## src/design/ctb_pkg.sv

```systemverilog
// Constants and types shared by the core trim register bank
package ctb_pkg;

   // ************************************************************
   // Register bus geometry
   // ************************************************************
   localparam int CTB_ADDR_W = 12;
   localparam int CTB_DATA_W = 16;
   localparam int CTB_NUM_REGS = 5;
   localparam int CTB_IDX_W = 3;

   // ************************************************************
   // Register indices into the trim store
   // ************************************************************
   localparam logic [2:0] CTB_IDX_B_TIM_SA = 3'h0;
   localparam logic [2:0] CTB_IDX_A_TIM_SB = 3'h1;
   localparam logic [2:0] CTB_IDX_B_TIM_SB = 3'h2;
   localparam logic [2:0] CTB_IDX_A_OFS_DA = 3'h3;
   localparam logic [2:0] CTB_IDX_A_OFS_DB = 3'h4;
   localparam logic [2:0] CTB_IDX_MISS = 3'h7;

   // ************************************************************
   // Register offsets
   // ************************************************************
   localparam logic [11:0] CTB_OFS_B_TIM_SA = 12'h315;
   localparam logic [11:0] CTB_OFS_A_TIM_SB = 12'h31A;
   localparam logic [11:0] CTB_OFS_B_TIM_SB = 12'h31B;
   localparam logic [11:0] CTB_OFS_A_OFS_DA = 12'h344;
   localparam logic [11:0] CTB_OFS_A_OFS_DB = 12'h346;
   localparam logic [11:0] CTB_OFS_STATUS = 12'h3F0;

   // ************************************************************
   // Field layout and reset values
   // ************************************************************
   localparam logic [15:0] CTB_MASK_TIMING = 16'h00FF;
   localparam logic [15:0] CTB_MASK_OFFSET = 16'hFFFF;
   localparam int CTB_TIMING_W = 8;
   localparam int CTB_OFFSET_W = 12;
   localparam logic [15:0] CTB_TRIM_RESET = 16'h0000;
   localparam int CTB_ST_FUSE_DONE = 0;
   localparam int CTB_ST_A_TIM_VAL = 1;
   localparam int CTB_ST_B_TIM_VAL = 2;
   localparam int CTB_ST_A_OFS_VAL = 3;

   // ************************************************************
   // Load sequencer states
   // ************************************************************
   typedef enum logic {
      CTB_LOAD,
      CTB_RUN
   } ctb_state_type;

endpackage : ctb_pkg

```

## src/design/ctb_core_trim_bank.sv

```systemverilog
// Trim register bank for the two interleaved converter cores
//
// Local design decision: strobed register access.
`timescale 1ns/100ps

module ctb_core_trim_bank
   import ctb_pkg::*;
(
   input wire logic sys_clk,
   input wire logic rst_b,
   input wire logic [CTB_ADDR_W-1:0] reg_addr,
   input wire logic [CTB_DATA_W-1:0] reg_wdata,
   input wire logic reg_wr,
   input wire logic reg_rd,
   output logic [CTB_DATA_W-1:0] reg_rdata,
   input wire logic fuse_valid,
   input wire logic [CTB_NUM_REGS-1:0][CTB_DATA_W-1:0] fuse_trim,
   input wire logic dual_mode,
   input wire logic input_sel_b,
   input wire logic fg_cal_en,
   output logic fuse_done,
   output logic [CTB_TIMING_W-1:0] core_a_timing,
   output logic [CTB_TIMING_W-1:0] core_b_timing,
   output logic [CTB_OFFSET_W-1:0] core_a_offset,
   output logic core_a_timing_valid,
   output logic core_b_timing_valid,
   output logic core_a_offset_valid
);

   // ************************************************************
   // Address decode and field masks
   // ************************************************************

   // Maps a bus address onto a trim store index
   // Unmapped addresses give the miss index, so reads other than the status word return zero and writes drop
   function automatic logic [CTB_IDX_W-1:0] ctb_decode(
      input logic [CTB_ADDR_W-1:0] addr
   );
      logic [CTB_IDX_W-1:0] idx;
      idx = CTB_IDX_MISS;
      case (addr)
         CTB_OFS_B_TIM_SA: idx = CTB_IDX_B_TIM_SA;
         CTB_OFS_A_TIM_SB: idx = CTB_IDX_A_TIM_SB;
         CTB_OFS_B_TIM_SB: idx = CTB_IDX_B_TIM_SB;
         CTB_OFS_A_OFS_DA: idx = CTB_IDX_A_OFS_DA;
         CTB_OFS_A_OFS_DB: idx = CTB_IDX_A_OFS_DB;
         default: idx = CTB_IDX_MISS;
      endcase
      return idx;
   endfunction : ctb_decode

   // Storable bits of each register; timing trims hold 8 bits
   // Reserved offset bits 15:12 stay writable and read back as written
   function automatic logic [CTB_DATA_W-1:0] ctb_mask(
      input int idx
   );
      logic [CTB_DATA_W-1:0] m;
      m = CTB_MASK_OFFSET;
      if (idx < int'(CTB_IDX_A_OFS_DA)) begin
         m = CTB_MASK_TIMING;
      end
      return m;
   endfunction : ctb_mask

   // ************************************************************
   // State
   // ************************************************************
   // Load sequencer
   ctb_state_type state_reg;
   ctb_state_type state_next;

   // Trim store, one word per register
   logic [CTB_NUM_REGS-1:0][CTB_DATA_W-1:0] trim_reg;
   logic [CTB_NUM_REGS-1:0][CTB_DATA_W-1:0] trim_next;

   // Read data
   logic [CTB_DATA_W-1:0] rdata_reg;
   logic [CTB_DATA_W-1:0] rdata_next;

   // Decoded bus address
   logic [CTB_IDX_W-1:0] wr_idx;
   logic [CTB_IDX_W-1:0] rd_idx;

   // Registered routing outputs and their valid flags
   logic [CTB_TIMING_W-1:0] a_tim_reg;
   logic [CTB_TIMING_W-1:0] a_tim_next;
   logic [CTB_TIMING_W-1:0] b_tim_reg;
   logic [CTB_TIMING_W-1:0] b_tim_next;
   logic [CTB_OFFSET_W-1:0] a_ofs_reg;
   logic [CTB_OFFSET_W-1:0] a_ofs_next;
   logic [2:0] valid_reg;
   logic [2:0] valid_next;

   assign wr_idx = ctb_decode(reg_addr);
   assign rd_idx = ctb_decode(reg_addr);

   // ************************************************************
   // Bus and mode qualifiers
   // ************************************************************

   // Fuse copy fires once, on the first edge in load state that sees fuse data
   logic load_fire;
   // Software writes count only in run state, so the fuse copy never meets them
   logic wr_fire;
   // Read strobes aimed at a trim register or at the status word
   logic rd_trim_hit;
   logic rd_status_hit;
   // Calibration combinations that own a register in this bank
   logic sel_single_a;
   logic sel_single_b;
   logic sel_dual_a;
   logic sel_dual_b;
   // Status word as software reads it
   logic [CTB_DATA_W-1:0] status_word;

   // Strobe qualifiers; the miss index keeps unmapped writes out of the store
   // Reads need no load gate: before the copy the store reads as zero
   assign load_fire = (state_reg == CTB_LOAD) && fuse_valid;
   assign wr_fire = (state_reg == CTB_RUN) && reg_wr && (wr_idx != CTB_IDX_MISS);
   assign rd_trim_hit = reg_rd && (rd_idx != CTB_IDX_MISS);
   assign rd_status_hit = reg_rd && (reg_addr == CTB_OFS_STATUS);

   // Mode decode; calibration off selects nothing at all
   // The pair select only matters while calibration is on
   assign sel_single_a = fg_cal_en && !dual_mode && !input_sel_b;
   assign sel_single_b = fg_cal_en && !dual_mode && input_sel_b;
   assign sel_dual_a = fg_cal_en && dual_mode && !input_sel_b;
   assign sel_dual_b = fg_cal_en && dual_mode && input_sel_b;

   // ************************************************************
   // Fuse load sequencer and register writes
   // ************************************************************

   // Load sequencer: waits once per reset for valid fuse data
   // A second fuse strobe after the copy is ignored until the next reset
   always_comb begin
      state_next = state_reg;
      case (state_reg)
         CTB_LOAD: begin
            if (load_fire) begin
               state_next = CTB_RUN;
            end
         end
         CTB_RUN: begin
            state_next = CTB_RUN;
         end
         default: begin
            state_next = CTB_LOAD;
         end
      endcase
   end

   // Load sequencer state
   always_ff @(posedge sys_clk or negedge rst_b) begin
      if (!rst_b) begin
         state_reg <= CTB_LOAD;
      end else begin
         state_reg <= state_next;
      end
   end

   // Trim store: fuse copy first, software writes only afterwards
   // Copy and write never meet in one cycle, as writes need the run state
   always_comb begin
      trim_next = trim_reg;
      if (load_fire) begin
         for (int i = 0; i < CTB_NUM_REGS; i++) begin
            trim_next[i] = fuse_trim[i] & ctb_mask(i);
         end
      end else if (wr_fire) begin
         // Factory values may be overwritten
         trim_next[wr_idx] = reg_wdata & ctb_mask(int'(wr_idx));
      end
   end

   // Trim store; zero only until the fuse copy lands
   always_ff @(posedge sys_clk or negedge rst_b) begin
      if (!rst_b) begin
         trim_reg <= {CTB_NUM_REGS{CTB_TRIM_RESET}};
      end else begin
         trim_reg <= trim_next;
      end
   end

   // ************************************************************
   // Status word
   // ************************************************************

   // Load flag and the three routing flags; other bits read zero
   always_comb begin
      status_word = '0;
      status_word[CTB_ST_FUSE_DONE] = (state_reg == CTB_RUN);
      status_word[CTB_ST_A_TIM_VAL] = valid_reg[0];
      status_word[CTB_ST_B_TIM_VAL] = valid_reg[1];
      status_word[CTB_ST_A_OFS_VAL] = valid_reg[2];
   end

   // ************************************************************
   // Read port
   // ************************************************************

   // Read data stands only in the cycle after the strobe
   // Unmapped reads give zero, so software can probe safely
   always_comb begin
      rdata_next = '0;
      if (rd_trim_hit) begin
         rdata_next = trim_reg[rd_idx];
      end else if (rd_status_hit) begin
         rdata_next = status_word;
      end
   end

   // Read data register
   always_ff @(posedge sys_clk or negedge rst_b) begin
      if (!rst_b) begin
         rdata_reg <= '0;
      end else begin
         rdata_reg <= rdata_next;
      end
   end

   // ************************************************************
   // Trim routing to the cores
   // ************************************************************

   // Core A timing: only single mode on pair B owns a register here
   // Outputs are registered, so a mode change shows one cycle later
   always_comb begin
      a_tim_next = '0;
      if (sel_single_b) begin
         a_tim_next = trim_reg[CTB_IDX_A_TIM_SB][CTB_TIMING_W-1:0];
      end
   end

   // Core B timing: single mode, one register per input pair
   always_comb begin
      b_tim_next = '0;
      if (sel_single_a) begin
         b_tim_next = trim_reg[CTB_IDX_B_TIM_SA][CTB_TIMING_W-1:0];
      end else if (sel_single_b) begin
         b_tim_next = trim_reg[CTB_IDX_B_TIM_SB][CTB_TIMING_W-1:0];
      end
   end

   // Core A offset: dual mode, bits 11:0 of the pair's register
   // Reserved bits 15:12 never reach the core
   always_comb begin
      a_ofs_next = '0;
      if (sel_dual_a) begin
         a_ofs_next = trim_reg[CTB_IDX_A_OFS_DA][CTB_OFFSET_W-1:0];
      end else if (sel_dual_b) begin
         a_ofs_next = trim_reg[CTB_IDX_A_OFS_DB][CTB_OFFSET_W-1:0];
      end
   end

   // Valid flags; a low flag means its output is held at zero
   // The status word mirrors these same flags
   always_comb begin
      valid_next[0] = sel_single_b;
      valid_next[1] = sel_single_a || sel_single_b;
      valid_next[2] = sel_dual_a || sel_dual_b;
   end

   // Registered trim outputs
   always_ff @(posedge sys_clk or negedge rst_b) begin
      if (!rst_b) begin
         a_tim_reg <= '0;
         b_tim_reg <= '0;
         a_ofs_reg <= '0;
         valid_reg <= 3'h0;
      end else begin
         a_tim_reg <= a_tim_next;
         b_tim_reg <= b_tim_next;
         a_ofs_reg <= a_ofs_next;
         valid_reg <= valid_next;
      end
   end

   // ************************************************************
   // Outputs
   // ************************************************************

   // Read data and load flag
   assign reg_rdata = rdata_reg;
   assign fuse_done = (state_reg == CTB_RUN);

   // Trim values to the converter cores, zero while not selected
   assign core_a_timing = a_tim_reg;
   assign core_b_timing = b_tim_reg;
   assign core_a_offset = a_ofs_reg;

   // Routing flags, straight from their registers
   assign core_a_timing_valid = valid_reg[0];
   assign core_b_timing_valid = valid_reg[1];
   assign core_a_offset_valid = valid_reg[2];

endmodule : ctb_core_trim_bank

```

## config.mk

```make
export PLATFORM = sky130hd
export DESIGN_NAME = ctb_core_trim_bank
export DESIGN_NICKNAME = d
export VERILOG_FILES = /design/src/design/ctb_pkg.sv /design/src/design/ctb_core_trim_bank.sv
export SDC_FILE = /design/constraint.sdc
export NUM_CORES = 1
export LEC_CHECK = 0
export ABC_AREA = 0
export ABC_CLOCK_PERIOD_IN_PS = 1600
export BUFFER_PORTS_ARGS = -buffer_cell sky130_fd_sc_hd__buf_4
export CAP_MARGIN = 20
export CORE_MARGIN = 2
export CORE_UTILIZATION = 47
export CTS_CLUSTER_SIZE = 20
export DETAILED_ROUTE_END_ITERATION = 7
export PLACE_DENSITY = 0.76
export SKIP_LAST_GASP = 1
export SYNTH_ARGS = -nofsm -noshare
export SYNTH_HDL_FRONTEND = slang
export SYNTH_SLANG_ARGS = --single-unit
```

## constraint.sdc

```tcl
create_clock -name sys_clk -period 1.6 [get_ports sys_clk]
set_input_delay 0.16 -clock sys_clk [delete_from_list [all_inputs] [get_ports sys_clk]]
set_output_delay 0.16 -clock sys_clk [all_outputs]
set_load 0.005 [all_outputs]
```

Word-level counts from Yosys, hierarchy flattened:

Cells that the tools add are included.

* bits in registers: 128
* latch bits: 0
* RAM bits: 0
* ROM bits: 0
* output and inout bits: 48
* logic and storage cells: 64
* memories kept: 0

* add/subtract/negate cells: 0
* multiply operators: 0
* divide/modulo/power cells: 0
* order comparisons: 3
* equal/unequal tests: 7
* shift-type cells: 0
* mux-type cells: 21
* bitwise gates (word level): 5
* reduce and logical (&&, ||, !) cells: 17

Operators by type and width (number)
* $mux 80: 2
* $mux 16: 7
* $bwmux 80: 1
* $eq 12x10->1 const B: 6
* $and 16x16->16: 4
* $bmux 16 s3: 1
* $demux 16 s3: 1
* $mux 12: 2
* $mux 8: 3
* $pmux 3 s5: 1
* $logic_and 1x1->1: 12
* $lt 3x4->1 const B: 1
* $mux 4: 1
* $ge 3x1->1 const B: 1
* $lt 3x2->1 const B: 1
* $ne 3x3->1 const B: 1
* $logic_not 1->1: 2
* $logic_or 1x1->1: 2
* $pmux 1 s2: 1
* $reduce_bool 2->1: 1
* $mux 1: 1
* $not 1->1: 1

Depth between registers and ports, before layout:

* depth in word-level cells: 10
* gate-level depth with buffers: 7
* mapped depth without buffers: 4

Worst setup path after synthesis:

No wires, ideal clock.

* path type: in2reg
* from: in reg_addr[4]
* to: reg trim_reg[70] in the netlist's numbering
* library setup time: 0.129 ns
* arrival: 1.673 ns
* required time: 1.471 ns
* setup slack: -0.202 ns
* cell stages on the path: 5
* cells stage by stage: or4b_4 -> nor4_4 -> buf_6 -> mux2i_1 -> o21ai_2

* word-level cells in the longest chain between the ends: 9
* elaborated cells between the ends (all ways): 17

RTL lines
* from (decl): line ctb_core_trim_bank.sv:11 `input wire logic [CTB_ADDR_W-1:0] reg_addr,`
* $eq 12x10->1: line ctb_core_trim_bank.sv:41 `case (addr)`
* $pmux 3 s5 (*): line ctb_core_trim_bank.sv:41
* $lt 3x4->1 (implied by the code) or $ge 3x1->1 (tied branches): line ctb_core_trim_bank.sv:172 `trim_next[wr_idx] = reg_wdata & ctb_mask(int'(wr_idx));`
* $logic_and 1x1->1 (implied by the code): line ctb_core_trim_bank.sv:172
* $mux 16 (implied by the code): line ctb_core_trim_bank.sv:172
* $demux 16 s3: line ctb_core_trim_bank.sv:172
* $bwmux 80: line ctb_core_trim_bank.sv:172
* $mux 80: line ctb_core_trim_bank.sv:170 `end else if (wr_fire) begin`
* $mux 80: line ctb_core_trim_bank.sv:166 `if (load_fire) begin`
* to (signal assigned): line ctb_core_trim_bank.sv:179 `trim_reg <= {CTB_NUM_REGS{CTB_TRIM_RESET}};`
* to (signal assigned): line ctb_core_trim_bank.sv:181 `trim_reg <= trim_next;`
* to (decl): line ctb_core_trim_bank.sv:73 `logic [CTB_NUM_REGS-1:0][CTB_DATA_W-1:0] trim_reg;`

Mark *: on every way between the ends. The rest lies on a longest branch, timed or not. The select of a mux whose other input is x is not followed.
A chain may end at the register's enable or synchronous reset.

Worst setup path in the final report:

* from: reg state_reg (netlist: fuse_done)
* to: reg trim_reg[69] in the netlist's numbering

* word-level cells in the longest chain between the ends: 3
* elaborated cells between the ends (all ways): 6

RTL lines
* from (decl): line ctb_core_trim_bank.sv:69 `ctb_state_type state_reg;`
* from (signal assigned): line ctb_core_trim_bank.sv:158 `state_reg <= state_next;`
* $logic_and 1x1->1 or $not 1->1 (tied branches)
* $logic_and 1x1->1, on equally long branches: line ctb_core_trim_bank.sv:119, ctb_core_trim_bank.sv:118
* $reduce_bool 2->1 (no source line) or $mux 80 (tied branches)

Several ways; a longest one is shown, not always the timed one.

==> summary.txt <==
Placed insts -> 877
Aggregate global-route resource usage -> 28.1%
Hold slack -> 9.15 ps
Vias -> 5557
Clock power frac -> 45.9%
Kind of critical path -> reg2reg
Synth unique cells -> 45
Area Overhead vs Synth -> 43.5%
Max FO, Critical Path -> 8
Yosys top cell area share -> 54.1%
GRT overflow -> 0
Worst r2r dst -> trim_reg[69]$_DFFE_PN0P_
Synth area leaders -> dfrtp_1 (54%), mux2i_1 (10%), a31oi_1 (3.4%), and3_1 (3.4%), o21ai_0 (3.4%)
Fmax -> 649 MHz
Tot Pwr -> 0.00851 W
Die span in y -> 116 um
Sw Ratio -> 24.6%
Clock sink count -> 128
Slew @ Worst Pin -> 626 ps
Initial antenna violation count -> 0
Net Sw Power -> 0.00210 W
Crit-path leading delay family -> flip-flops
Warnings, synthesis -> 0
Final-layout fill cell count -> 874
Worst path bufs/invs -> 2
Hold Startpoint -> fuse_trim[1]
Number of max-cap violations -> 0
Top cell type by total area after synthesis -> dfrtp_1
DRC viols -> 0
Synth cell count leaders -> dfrtp_1 (128), mux2i_1 (60), nor2_1 (53), nand2_1 (40), o21ai_0 (40)
Seq/Total Area, Yosys -> 54.1%
CTS Buffer Depth -> 2
Fin cells -> 948
Antenna-violating nets left -> 0
Initial detailed-routing violation count -> 593
Wire length per cell -> 19.9 um
Clk_lat worst skew -> 420 ps
Clk slew on worst S/H paths -> 60 ps
Number of synthesized flops with an enable pin -> 0
Root Driver -> clkbuf_16
VDD IR max -> 0.724 mV
Final period util -> 96.4%
Worst path arrival time -> 1850 ps
Vias/cell -> 5.86
Setup_tns -> 0 ps
Status -> completed
Syn_area_per_cell -> 10.4 um^2
WP data required -> 1910 ps
Max incr delay on CP -> 410 ps
Sequential power share -> 42.6%
Leak pwr -> 4.10 nW
FF+latch count, synth -> 128
Post-Route WL -> 18900 um
Final setup viols -> 0
CP cell instances -> nand4b_1 > nor4_4 > buf_4 > buf_12 > mux2i_1 > o21ai_1
First-pass GRT wire length -> 28600 um
Worst hold-check path type -> in2reg
DP Area -> 7480 um^2
Vias in the first global route -> 5632
CP Launch Type -> flip-flop
Syn Nets -> 685
Initial DRT Pass Iterations -> 5
I/O Buffers -> 139
Max Slew Vio Count -> 0
DP Wirelength -> 12500 um
Die Area -> 13500 um^2
Worst-case clock skew -> 8.16 ps
Share of layout cells above drive strength 1 -> 29.6%
Fin. Hold Viols -> 0
Async SR Flop Fraction -> 100%
Worst reg2reg startpoint -> fuse_done$_DFF_PN0_
Pint -> 0.00641 W
Largest net degree at the start of global routing -> 61
Die W -> 116 um
Hold path cells -> 3
Relative slew margins -> 58.1%
CTS HTree Levels -> 4
Antenna cells -> 0
Prevailing post-synth register cell -> dfrtp_1
Io pins -> 164
Final Wtd Congestion -> 0.873
Core ar. -> 12200 um^2
Hold Path End -> trim_reg[1]$_DFFE_PN0P_
Combinational share of power -> 11.5%
Cells after Synth -> 569
Count leader, synth -> dfrtp_1
Initial Utilization -> 48.7%
Critical-path top delay cell -> dfrtp_2
CP endpoint kind -> flip-flop
Pwr per Cell Area -> 1000 nW/um^2
Largest register FFs -> 80
Mapped Area -> 5920 um^2
Worst r2r path cells -> 6
Tmin final -> 1540 ps
Num CTS Buffers -> 17
Site Rows -> 40
Worst reg2reg setup slack -> 60 ps
CTS tree -> built
NumNets Final -> 884
Final instance area -> 8490 um^2
-- logic make-up (layout without fill, tap and decap cells) --
group                  Yosys count  in the layout  share of synthesized area [%]
AO/OA/AOI/OAI                  155            155                           16.0
buffers and inverters           44            255                           3.02
flip-flops                     128            128                           54.1
multiplexers                    64             64                           10.9
AND/OR/NAND/NOR                178            178                           16.0
-- layout make-up --
class	count	area (um^2)	area share, %
timing repair buffer	221	1920	22.6
clock inverter	13	166	1.96
inverter	3	11.3	0.133
sequential	128	3200	37.7
clock buffer	18	429	5.05
multi-input combinational	397	2550	30.0
tap	168	210	2.48
-- how the worst max path moves through the flow --
stage	from	slack [ps]	depth (start not counted)	to
5_1_grt	fuse_done$_DFF_PN0_	-20	6	trim_reg[79]$_DFFE_PN0P_
2_1_floorplan	reg_addr[4]	-130	5	trim_reg[70]$_DFFE_PN0P_
6_report	fuse_done$_DFF_PN0_	60	6	trim_reg[69]$_DFFE_PN0P_
3_3_place_gp	reg_addr[5]	-150	6	reg_rdata[15]$_DFF_PN0_
4_1_cts	fuse_done$_DFF_PN0_	10	5	trim_reg[69]$_DFFE_PN0P_
3_5_place_dp	reg_addr[5]	-220	6	reg_rdata[14]$_DFF_PN0_
-- timing repair --
item	in CTS	in global routing
setup endpoints to repair	0	34
hold buffers	37	0
hold endpoints to repair	71	0
buffers inserted	0	2
resized for setup	0	1
-- per-layer routing --
| metal | vias to the layer above | wire (um) | track usage (%) |
|---|---|---|---|
| met4 | 0 | 573 | 10.6 |
| met5 | - | 0 | 0 |
| met2 | 292 | 9300 | 48.5 |
| met3 | 46 | 1400 | 6.02 |
| li1 | 2483 | - | - |
| met1 | 2736 | 7590 | 35.1 |
-- power by group through the flow --
stage | clock network, W | logic, W | registers, W
floorplan | 0 | 0.000403 | 0.00362
finish | 0.00390 | 0.000982 | 0.00362
detailed placement | 0 | 0.000891 | 0.00367
global placement | 0 | 0.000861 | 0.00366
CTS | 0.00394 | 0.000978 | 0.00362
global route | 0.00406 | 0.00107 | 0.00365
-- cells in the final DEF (no fill, tap or decap), types with 2 or more instances in the layout --
cell type | synthesis | layout
clkinv_2 | 0 | 2
and4_1 | 2 | 2
a211oi_1 | 13 | 13
o22ai_1 | 16 | 16
clkbuf_16 | 0 | 18
and3_1 | 32 | 32
mux2_2 | 4 | 4
buf_12 | 0 | 12
nand3_1 | 17 | 17
clkinv_4 | 0 | 5
nand4_1 | 6 | 6
a31oi_1 | 32 | 32
a22o_1 | 4 | 4
clkinvlp_4 | 0 | 3
dfrtp_1 | 128 | 127
nand2b_1 | 3 | 2
nand2_1 | 40 | 40
nor2_1 | 53 | 53
dlygate4sd3_1 | 0 | 37
a22oi_1 | 4 | 4
nand2_2 | 2 | 2
mux2i_1 | 60 | 60
o21ai_1 | 16 | 18
buf_4 | 0 | 171
a21oi_1 | 16 | 16
bufinv_16 | 0 | 3
inv_1 | 2 | 2
and2_1 | 3 | 3
nor2b_1 | 3 | 2
o21ai_0 | 40 | 38
nor4_4 | 2 | 2
a2bb2oi_1 | 12 | 12
-- worst min-delay path: cells and delay by family --
kind            cells  cell delay, ps
compound gates      1              90
buf+inv             1              70
simple gates        1              50
-- stage by stage --
step | setup slack (ps) | utilization [%]
floorplan | -128 | -
global placement | -154 | 61.5
detailed placement | -224 | 61.5
CTS | 14.5 | 69.5
global route | -15.8 | 69.8
finish | 58.3 | 69.8
Note: power is estimated with default switching activity, not from simulation.
